===== config.mk =====
export PLATFORM = sky130hd
export DESIGN_NAME = sdio_port
export DESIGN_NICKNAME = d
export VERILOG_FILES = /design/src/design/sdio_pkg.sv /design/src/design/sdio_port.sv /design/src/design/sdio_rate_div.sv
export SDC_FILE = /design/constraint.sdc
export NUM_CORES = 1
export LEC_CHECK = 0
export BUFFER_PORTS_ARGS = -buffer_cell sky130_fd_sc_hd__clkbuf_2
export CAP_MARGIN = 20
export CELL_PAD_IN_SITES_DETAIL_PLACEMENT = 0
export CELL_PAD_IN_SITES_GLOBAL_PLACEMENT = 1
export CORE_MARGIN = 8
export CORE_UTILIZATION = 39
export DETAILED_ROUTE_END_ITERATION = 8
export GPL_ROUTABILITY_DRIVEN = 1
export GPL_TIMING_DRIVEN = 0
export PLACE_DENSITY_LB_ADDON = 0.2
export SETUP_SLACK_MARGIN = 0.1
export SYNTH_ARGS = -nofsm -noshare
export SYNTH_HDL_FRONTEND = slang
export SYNTH_SLANG_ARGS = --single-unit

===== constraint.sdc =====
create_clock -name clock_in -period 3.35 [get_ports clock_in]
set_input_delay 0.1675 -clock clock_in [delete_from_list [all_inputs] [get_ports clock_in]]
set_output_delay 0.1675 -clock clock_in [all_outputs]
set_load 0.01 [all_outputs]

===== src/design/sdio_pkg.sv =====
package sdio_pkg;
  localparam int SDIO_W = 8;
  localparam logic [11:0] SDIO_OFS_PIN_IN = 12'h00E;
  localparam logic [11:0] SDIO_OFS_OUT = 12'h014;
  localparam logic [11:0] SDIO_OFS_CTRL = 12'h016;
  localparam logic [11:0] SDIO_OFS_SHIFT_IN = 12'h038;
  localparam int SDIO_BIT_GO = 8;
  localparam int SDIO_BIT_AUTO = 9;
  localparam int SDIO_BIT_RATE = 10;
  localparam int SDIO_BIT_TOGGLE = 11;
  localparam int SDIO_LINE_SCLK = 4;
  localparam int SDIO_LINE_SDAT = 0;
  localparam int SDIO_CLK_HZ = 20000000;
  localparam int SDIO_FAST_PERIOD_NS = 1200;
  localparam int SDIO_SLOW_HZ = 100000;
  // Half periods in clock cycles; shift clock toggles on each
  localparam int SDIO_FAST_HALF =
    (SDIO_FAST_PERIOD_NS * (SDIO_CLK_HZ / 1000000)) / 2000;
  localparam int SDIO_SLOW_HALF = SDIO_CLK_HZ / SDIO_SLOW_HZ / 2;
  localparam int SDIO_DIV_W = 8;
  localparam logic [SDIO_DIV_W-1:0] SDIO_FAST_LIM =
    SDIO_DIV_W'(SDIO_FAST_HALF - 1);
  localparam logic [SDIO_DIV_W-1:0] SDIO_SLOW_LIM =
    SDIO_DIV_W'(SDIO_SLOW_HALF - 1);
  localparam logic [3:0] SDIO_BITS = 4'h8;
  localparam logic [15:0] SDIO_RD_UNMAPPED = 16'h0000;

  typedef struct packed {
    logic toggle;
    logic rate;
    logic auto_en;
    logic go;
    logic [SDIO_W-1:0] drive_en;
  } sdio_ctrl_t;

  typedef struct packed {
    logic [SDIO_W-1:0] dout;
    logic [SDIO_W-1:0] oe;
  } sdio_pins_t;

  typedef enum logic [2:0] {
    SDIO_IDLE = 3'b001,
    SDIO_LOW = 3'b010,
    SDIO_HIGH = 3'b100
  } sdio_state_t;
endpackage


===== src/design/sdio_port.sv =====
`timescale 1ns/1ns
module sdio_port
  import sdio_pkg::*;
(
  // Clock and reset
  input wire logic clock_in,
  input wire logic rst_b_in,
  // Register port
  input wire logic [11:0] addr_in,
  input wire logic wr_in,
  input wire logic rd_in,
  input wire logic [1:0] be_in,
  input wire logic [15:0] wdata_in,
  output logic [15:0] rdata_out,
  output logic rvalid_out,
  // Configuration logic ownership and values per line
  input wire logic [SDIO_W-1:0] cfg_owns_in,
  input wire logic [SDIO_W-1:0] cfg_oe_in,
  // Pins
  input wire logic [SDIO_W-1:0] pin_in,
  output logic [SDIO_W-1:0] pin_out,
  output logic [SDIO_W-1:0] pin_oe_out,
  // Status
  output logic shift_busy_out
);
  logic [1:0] rst_sync_q;
  wire rst_b = rst_sync_q[1];

  always_ff @(posedge clock_in or negedge rst_b_in) begin
    if (!rst_b_in) begin
      rst_sync_q <= 2'b00;
    end else begin
      rst_sync_q <= {rst_sync_q[0], 1'b1};
    end
  end

  // Pins are asynchronous: two stages before use
  logic [SDIO_W-1:0] pin_s1_q;
  logic [SDIO_W-1:0] pin_s2_q;
  always_ff @(posedge clock_in or negedge rst_b) begin
    if (!rst_b) begin
      pin_s1_q <= '0;
      pin_s2_q <= '0;
    end else begin
      pin_s1_q <= pin_in;
      pin_s2_q <= pin_s1_q;
    end
  end

  // Decode
  wire hit_out = (addr_in == SDIO_OFS_OUT);
  wire hit_ctrl = (addr_in == SDIO_OFS_CTRL);
  wire hit_pin_in = (addr_in == SDIO_OFS_PIN_IN);
  wire hit_sh_in = (addr_in == SDIO_OFS_SHIFT_IN);
  wire wr_par = wr_in && hit_out && be_in[0];
  wire wr_ser = wr_in && hit_out && be_in[1];
  wire wr_ctl_lo = wr_in && hit_ctrl && be_in[0];
  wire wr_ctl_hi = wr_in && hit_ctrl && be_in[1];

  logic [SDIO_W-1:0] par_q;
  logic [SDIO_W-1:0] ser_q;
  logic [SDIO_W-1:0] tx_q;
  logic [SDIO_W-1:0] rx_q;
  logic [SDIO_W-1:0] shin_q;
  sdio_ctrl_t ctrl_q;
  sdio_state_t st_q;
  sdio_state_t st_d;
  logic [3:0] cnt_q;
  logic sclk_q;
  logic sw_clk_q;
  sdio_pins_t pins_q;
  sdio_pins_t pins_d;

  wire idle = (st_q == SDIO_IDLE);
  // A go while busy is dropped, not queued
  wire go_cmd = wr_ctl_hi && wdata_in[SDIO_BIT_GO] && idle;
  wire start = go_cmd && wdata_in[SDIO_BIT_AUTO];
  wire tick;
  wire last = (cnt_q == SDIO_BITS - 4'h1);

  sdio_rate_div u_div (
    .clock_in(clock_in),
    .rst_b_in(rst_b),
    .run_in(!idle),
    .limit_in(ctrl_q.rate ? SDIO_SLOW_LIM : SDIO_FAST_LIM),
    .tick_out(tick)
  );

  // Low half presents data, rising edge samples input
  always_comb begin
    st_d = st_q;
    case (st_q)
      SDIO_IDLE: begin
        if (start) begin
          st_d = SDIO_LOW;
        end
      end
      SDIO_LOW: begin
        if (tick) begin
          st_d = SDIO_HIGH;
        end
      end
      SDIO_HIGH: begin
        if (tick) begin
          st_d = last ? SDIO_IDLE : SDIO_LOW;
        end
      end
      default: begin
        st_d = SDIO_IDLE;
      end
    endcase
  end

  always_ff @(posedge clock_in or negedge rst_b) begin
    if (!rst_b) begin
      par_q <= '0;
      ser_q <= '0;
      ctrl_q <= '0;
    end else begin
      if (wr_par) begin
        par_q <= wdata_in[7:0];
      end
      if (wr_ser) begin
        ser_q <= wdata_in[15:8];
      end
      if (wr_ctl_lo) begin
        ctrl_q.drive_en <= wdata_in[7:0];
      end
      if (wr_ctl_hi) begin
        ctrl_q.toggle <= wdata_in[SDIO_BIT_TOGGLE];
        ctrl_q.rate <= wdata_in[SDIO_BIT_RATE];
        ctrl_q.auto_en <= wdata_in[SDIO_BIT_AUTO];
      end
      // Go shows as busy on shift_busy_out, clearing when the shift ends
      ctrl_q.go <= (st_d != SDIO_IDLE);
    end
  end

  always_ff @(posedge clock_in or negedge rst_b) begin
    if (!rst_b) begin
      st_q <= SDIO_IDLE;
      cnt_q <= '0;
      sclk_q <= 1'b0;
      tx_q <= '0;
      rx_q <= '0;
      shin_q <= '0;
      sw_clk_q <= 1'b0;
    end else begin
      st_q <= st_d;
      if (start) begin
        tx_q <= ser_q;
        cnt_q <= '0;
      end else if (tick && st_q == SDIO_LOW) begin
        sclk_q <= 1'b1;
        rx_q <= {pin_s2_q[SDIO_LINE_SDAT], rx_q[SDIO_W-1:1]};
      end else if (tick && st_q == SDIO_HIGH) begin
        sclk_q <= 1'b0;
        tx_q <= {1'b0, tx_q[SDIO_W-1:1]};
        cnt_q <= cnt_q + 4'h1;
        if (last) begin
          // Last sample already taken on the rising half
          shin_q <= rx_q;
        end
      end
      if (wr_ctl_hi && !wdata_in[SDIO_BIT_AUTO] &&
          wdata_in[SDIO_BIT_TOGGLE]) begin
        sw_clk_q <= !sw_clk_q;
      end
    end
  end

  // Pin drive
  wire auto_now = ctrl_q.auto_en;
  always_comb begin
    pins_d.dout = par_q;
    if (auto_now) begin
      pins_d.dout[SDIO_LINE_SCLK] = sclk_q;
      pins_d.dout[SDIO_LINE_SDAT] = idle ? par_q[SDIO_LINE_SDAT] : tx_q[0];
    end else begin
      pins_d.dout[SDIO_LINE_SCLK] = par_q[SDIO_LINE_SCLK] ^ sw_clk_q;
    end
    // Configuration logic wins where it owns the line
    pins_d.oe = (cfg_owns_in & cfg_oe_in) |
                (~cfg_owns_in & ctrl_q.drive_en);
  end

  always_ff @(posedge clock_in or negedge rst_b) begin
    if (!rst_b) begin
      pins_q <= '0;
    end else begin
      pins_q <= pins_d;
    end
  end

  assign pin_out = pins_q.dout;
  assign pin_oe_out = pins_q.oe;
  assign shift_busy_out = ctrl_q.go;

  // Read side; write-only registers read as zero
  wire [15:0] rd_mux = hit_pin_in ? {8'h00, pin_s2_q} :
                       hit_sh_in ? {8'h00, shin_q} :
                       SDIO_RD_UNMAPPED;
  always_ff @(posedge clock_in or negedge rst_b) begin
    if (!rst_b) begin
      rdata_out <= '0;
      rvalid_out <= 1'b0;
    end else begin
      rdata_out <= rd_in ? rd_mux : 16'h0000;
      rvalid_out <= rd_in;
    end
  end

  a_go_busy: assert property (
    @(posedge clock_in) disable iff (!rst_b)
    start |=> shift_busy_out)
    else $error("busy not set after go");

  a_busy_drop: assert property (
    @(posedge clock_in) disable iff (!rst_b)
    go_cmd && !wdata_in[SDIO_BIT_AUTO] |=> !shift_busy_out)
    else $error("busy without auto shift");

  a_busy_state: assert property (
    @(posedge clock_in) disable iff (!rst_b)
    shift_busy_out == !idle)
    else $error("busy flag out of step with shifter");

  a_par_drive: assert property (
    @(posedge clock_in) disable iff (!rst_b)
    wr_par && !ctrl_q.auto_en && !wr_ctl_hi
    |=> ##1 pin_out[7:5] == $past(wdata_in[7:5], 2))
    else $error("parallel out not driven");

  a_ser_load: assert property (
    @(posedge clock_in) disable iff (!rst_b)
    wr_ser |=> ser_q == $past(wdata_in[15:8]))
    else $error("serial byte not loaded");

  a_oe_owned: assert property (
    @(posedge clock_in) disable iff (!rst_b)
    ##1 pin_oe_out == $past((cfg_owns_in & cfg_oe_in) |
        (~cfg_owns_in & ctrl_q.drive_en)))
    else $error("output enable wrong");

  a_clock_line: assert property (
    @(posedge clock_in) disable iff (!rst_b)
    ctrl_q.auto_en |=> pin_out[SDIO_LINE_SCLK] == $past(sclk_q))
    else $error("shift clock not on its line");

  a_data_line: assert property (
    @(posedge clock_in) disable iff (!rst_b)
    ctrl_q.auto_en && !idle |=> pin_out[SDIO_LINE_SDAT] == $past(tx_q[0]))
    else $error("serial data not on its line");

  a_sclk_idle: assert property (
    @(posedge clock_in) disable iff (!rst_b)
    idle |-> !sclk_q)
    else $error("shift clock not idle");

  a_bit_count: assert property (
    @(posedge clock_in) disable iff (!rst_b)
    cnt_q <= SDIO_BITS)
    else $error("bit count overrun");

  a_fast_rate: assert property (
    @(posedge clock_in) disable iff (!rst_b)
    $rose(sclk_q) && !ctrl_q.rate |-> ##12 $fell(sclk_q))
    else $error("fast half period wrong");

  a_fast_low: assert property (
    @(posedge clock_in) disable iff (!rst_b)
    $fell(sclk_q) && !idle && !ctrl_q.rate |-> ##12 $rose(sclk_q))
    else $error("fast low half wrong");

  a_slow_rate: assert property (
    @(posedge clock_in) disable iff (!rst_b)
    $rose(sclk_q) && ctrl_q.rate |-> ##100 $fell(sclk_q))
    else $error("slow half period wrong");

  a_shin_hold: assert property (
    @(posedge clock_in) disable iff (!rst_b)
    !idle && !(st_q == SDIO_HIGH && tick && last) |=> $stable(shin_q))
    else $error("shift input changed mid shift");

  a_shin_load: assert property (
    @(posedge clock_in) disable iff (!rst_b)
    st_q == SDIO_HIGH && tick && last |=> shin_q == $past(rx_q))
    else $error("received byte not stored");

  a_rd_strobe: assert property (
    @(posedge clock_in) disable iff (!rst_b)
    rd_in |=> rvalid_out)
    else $error("read answer missing");

  a_rd_blank: assert property (
    @(posedge clock_in) disable iff (!rst_b)
    rd_in && !hit_pin_in && !hit_sh_in |=> rdata_out == SDIO_RD_UNMAPPED)
    else $error("write-only register read back");

  a_pin_read: assert property (
    @(posedge clock_in) disable iff (!rst_b)
    rd_in && hit_pin_in |=> rdata_out == {8'h00, $past(pin_s2_q)})
    else $error("pin read wrong");

  a_sw_toggle: assert property (
    @(posedge clock_in) disable iff (!rst_b)
    wr_ctl_hi && wdata_in[SDIO_BIT_TOGGLE] && !wdata_in[SDIO_BIT_AUTO]
    |=> sw_clk_q != $past(sw_clk_q))
    else $error("manual toggle missed");
endmodule


===== src/design/sdio_rate_div.sv =====
`timescale 1ns/1ns
module sdio_rate_div
  import sdio_pkg::*;
(
  // Clock and reset
  input wire logic clock_in,
  input wire logic rst_b_in,
  // Control
  input wire logic run_in,
  input wire logic [SDIO_DIV_W-1:0] limit_in,
  // Tick
  output logic tick_out
);
  logic [SDIO_DIV_W-1:0] cnt_q;
  logic [SDIO_DIV_W-1:0] cnt_d;
  wire at_lim = (cnt_q >= limit_in);

  assign cnt_d = (!run_in || at_lim) ? '0 : cnt_q + 1'b1;

  always_ff @(posedge clock_in or negedge rst_b_in) begin
    if (!rst_b_in) begin
      cnt_q <= '0;
      tick_out <= 1'b0;
    end else begin
      cnt_q <= cnt_d;
      tick_out <= run_in && at_lim;
    end
  end
endmodule


==> impl_metrics.env <==
export IMPL_clkSinkCount=112
export IMPL_p_seq_frac=0.556
export IMPL_worstMarginPinSlew_ps=686
export IMPL_antenna_cells=0
export IMPL_synthFlopType="sky130_fd_sc_hd__dfrtp_1"
export IMPL_cts_resized=0
export IMPL_max_slew_margin_rel=0.541
export IMPL_synth_edf_count=0
export IMPL_netSwitchingPower_w=0.000522
export IMPL_maximum_number_of_pins_on_one_net_before_global_route_repair=65
export IMPL_clkTransAtPathRegs_ps=70
export IMPL_synth_distinct_cells=45
export IMPL_cts_htree_levels=3
export IMPL_route_detailed_wl_per_inst_um=14.5
export IMPL_number_of_setup_violations_in_the_final_report=0
export IMPL_cp_arrival_ps=2250
export IMPL_tritoncts_num_buffers=9
export IMPL_io_pins=92
export IMPL_worstSkewPairLatency_ps=340
export IMPL_syn_mean_instance_area_um2=13.7
export IMPL_timing_critical_path_required_ps=3570
export IMPL_yosysSeqAreaShare=0.637
export IMPL_timing_setup_tns_ps=0
export IMPL_fin_hold_ws_ps=55.5
export IMPL_grt_pass1_vias=2775
export IMPL_cts_max_path_buffers=2
export IMPL_timing_critical_path_fanout_max=7
export IMPL_place_gp_congestion=0.757
export IMPL_crit_end="tx_q[5]$_DFFE_PN0P_"
export IMPL_timing_critical_path_from="st_q[0]$_DFF_PN1_"
export IMPL_fin_crit_sh=0.604
export IMPL_vias=2686
export IMPL_maxCapViolations=0
export IMPL_core_area_um2=11200
export IMPL_dieArea_um2=14900
export IMPL_cellInternalPower_w=0.00197
export IMPL_start_util=0.392
export IMPL_power_leakage_nw=2.66
export IMPL_route_detailed_vias_per_inst=4.64
export IMPL_gr_usage_total=0.116
export IMPL_peakVddDrop_mv=0.216
export IMPL_regToRegStartpoint="st_q[0]$_DFF_PN1_"
export IMPL_final_hpwl_dp_um=6160
export IMPL_post_cts_setup_buffers=0
export IMPL_drc=0
export IMPL_syn2layout_area_growth_pct=23.2
export IMPL_worstRegToRegCells=3
export IMPL_antenna_found_initial=0
export IMPL_fin_nets=494
export IMPL_clk_root_buffer_cell="sky130_fd_sc_hd__clkbuf_16"
export IMPL_chipHeight_um=122
export IMPL_crit_path_start_kind="flop"
export IMPL_count_of_mapped_cells_out_of_synthesis=321
export IMPL_achievable_frequency_mhz=494
export IMPL_drt_wl_total_um=8380
export IMPL_num_rows=39
export IMPL_chipWidth_um=122
export IMPL_finalCoreUtilization=0.484
export IMPL_min_path_type="input pin to flop"
export IMPL_asyncSetResetFlopFracSynth=1.00
export IMPL_clockPowerShare=0.403
export IMPL_combPwrFrac=0.041
export IMPL_run_status="completed"
export IMPL_grt_pass1_wl_um=13600
export IMPL_yosys_warnings=0
export IMPL_fill_cells=1030
export IMPL_timing_final_hold_violations=0
export IMPL_power_per_unit_of_standard_cell_area_nw_per_um2=459
export IMPL_unrepaired_setup_endpoints_after_global_routing="false"
export IMPL_path_class="flop to flop"
export IMPL_ff2ff_setup_slack_ps=1330
export IMPL_timing_critical_path_to_type="flop"
export IMPL_max_transition_viols_final=0
export IMPL_grt_overflow_total=0
export IMPL_antenna_left=0
export IMPL_holdBufCountCts=9
export IMPL_port_buffers=82
export IMPL_tritoncts="done"
export IMPL_netSwitchingFraction=0.210
export IMPL_skew_ps=9.42
export IMPL_synth_ff_latch_count=112
export IMPL_min_delay_path_depth=2
export IMPL_syn_cell_area_um2=4400
export IMPL_final_layout_size_suffix_gt1_frac=0.388
export IMPL_final_period_minus_worst_setup_slack_ps=2020
export IMPL_detailedRoute_firstIterationViolations=127
export IMPL_r2r_end="tx_q[5]$_DFFE_PN0P_"
export IMPL_drt_pre_antenna_iters=5
[registers in the layout (all words and copies together) (netlist names), 2 cells and up]
signal,count
ctrl_q,9
par_q,8
pin_oe_out,8
pin_out,8
pin_s1_q,8
pin_s2_q,8
rdata_out,8
rx_q,8
ser_q,8
shin_q,8
tx_q,8
u_div.cnt_q,8
cnt_q,4
st_q,3
rst_sync_q,2
[worst min-delay path by stage]
stage	from	to	slack (ps)
4_1_cts	rd_in	rvalid_out$_DFF_PN0_	40
2_1_floorplan	rst_b_in	rst_sync_q[0]$_DFF_PN0_	-130
3_3_place_gp	rst_b_in	rst_sync_q[0]$_DFF_PN0_	-50
5_1_grt	cfg_oe_in[1]	pin_oe_out[1]$_DFF_PN0_	50
6_report	cfg_oe_in[1]	pin_oe_out[1]$_DFF_PN0_	60
3_5_place_dp	rst_b_in	rst_sync_q[0]$_DFF_PN0_	-40
[layout by cell type, fill, tap and decap left out, drive strengths merged, types with 2 or more instances in the layout]
cell type    synthesis  final
xnor2                3      3
a21boi               8      8
nand2               25     25
and4bb               2      2
xor2                 8      8
mux2i                2      2
ha                   5      5
clkinvlp             0      2
inv                  6      6
or4                  9      9
nor4                 3      3
nand2b               2      2
nand3                7      7
o21ai                4      4
nor2b                2      2
a21oi                2      2
dfrtp              111    111
nor3                 2      2
buf                 10     11
dlygate4sd3          0      9
clkinv               0      2
mux2                51     51
clkbuf               3     97
and3                 3      3
nor3b                2      2
nor2                23     23
a221o                7      7
conb                 2      9
and2                 7      7
[power by group through the flow]
stage / sequential [W] / clock, W / combinational, W
detailed placement: 0.00141 / 0 / 0.0000972
global route: 0.00139 / 0.00108 / 0.000115
CTS: 0.00139 / 0.00105 / 0.000106
global placement: 0.00143 / 0 / 0.0000768
finish: 0.00139 / 0.00100 / 0.000103
floorplan: 0.00142 / 0 / 0.0000282
[Yosys cell counts (6+ instances only)]
master                     count  area, um^2
sky130_fd_sc_hd__inv_1         6        22.5
sky130_fd_sc_hd__nor2_1       20        75.1
sky130_fd_sc_hd__nand2_1      25        93.8
sky130_fd_sc_hd__mux2_2       50         563
sky130_fd_sc_hd__xor2_1        8        70.1
sky130_fd_sc_hd__and2_1        7        43.8
sky130_fd_sc_hd__dfrtp_1     111        2780
sky130_fd_sc_hd__a221o_1       7        70.1
sky130_fd_sc_hd__or4_1         9        67.6
sky130_fd_sc_hd__buf_4         9        67.6
sky130_fd_sc_hd__nand3_1       7        35.0
sky130_fd_sc_hd__a21boi_0      8        60.1
[logic make-up after synthesis]
logic type / Yosys count / share of synthesized area
buffers and inverters: 19 / 0.0256
other: 2 / 0.00171
adder cells (fa/ha/maj): 5 / 0.0142
AND/OR/NAND/NOR: 94 / 0.121
AO/OA/AOI/OAI: 25 / 0.0438
flip-flops: 112 / 0.637
XOR/XNOR: 11 / 0.0219
multiplexers: 53 / 0.135
[metrics by stage]
| stage | instance area [um^2] | total power (W) | instances | worst slack [ps] |
|---|---|---|---|---|
| after floorplan | 4430 | 0.00145 | 328 | 1470 |
| after global placement | 5020 | 0.00150 | 553 | 825 |
| after detailed placement | 5050 | 0.00151 | 554 | 1330 |
| after CTS | 5430 | 0.00254 | 579 | 1310 |
| after global routing | 5430 | 0.00259 | 579 | 1260 |
| final | 5430 | 0.00249 | 579 | 1330 |
[routing by layer]
layer  vias up  routed length [um]  track usage
met5         -                   0            0
met4         0                  84       0.0411
met3         7                 477       0.0354
met2        41                4220        0.188
met1      1310                3600        0.145
li1       1328                   -            -
[cell type report]
| cell class | instances | area, um^2 | area share |
|---|---|---|---|
| Tap cell | 143 | 179 | 0.0330 |
| Sequential cell | 112 | 2810 | 0.517 |
| Inverter | 6 | 22.5 | 0.00415 |
| Multi-Input combinational cell | 197 | 1510 | 0.279 |
| Clock inverter | 4 | 28.8 | 0.00530 |
| Timing Repair Buffer | 92 | 528 | 0.0973 |
| Clock buffer | 12 | 256 | 0.0473 |
| Buffer | 13 | 90.1 | 0.0166 |
[critical path, stage by stage, from the launching register on]
cell,delay [ps]
sky130_fd_sc_hd__dfstp_2,590
sky130_fd_sc_hd__or3b_4,440
sky130_fd_sc_hd__o41a_1,540
sky130_fd_sc_hd__a221o_1,340
Power figures use the tool's default switching activity.
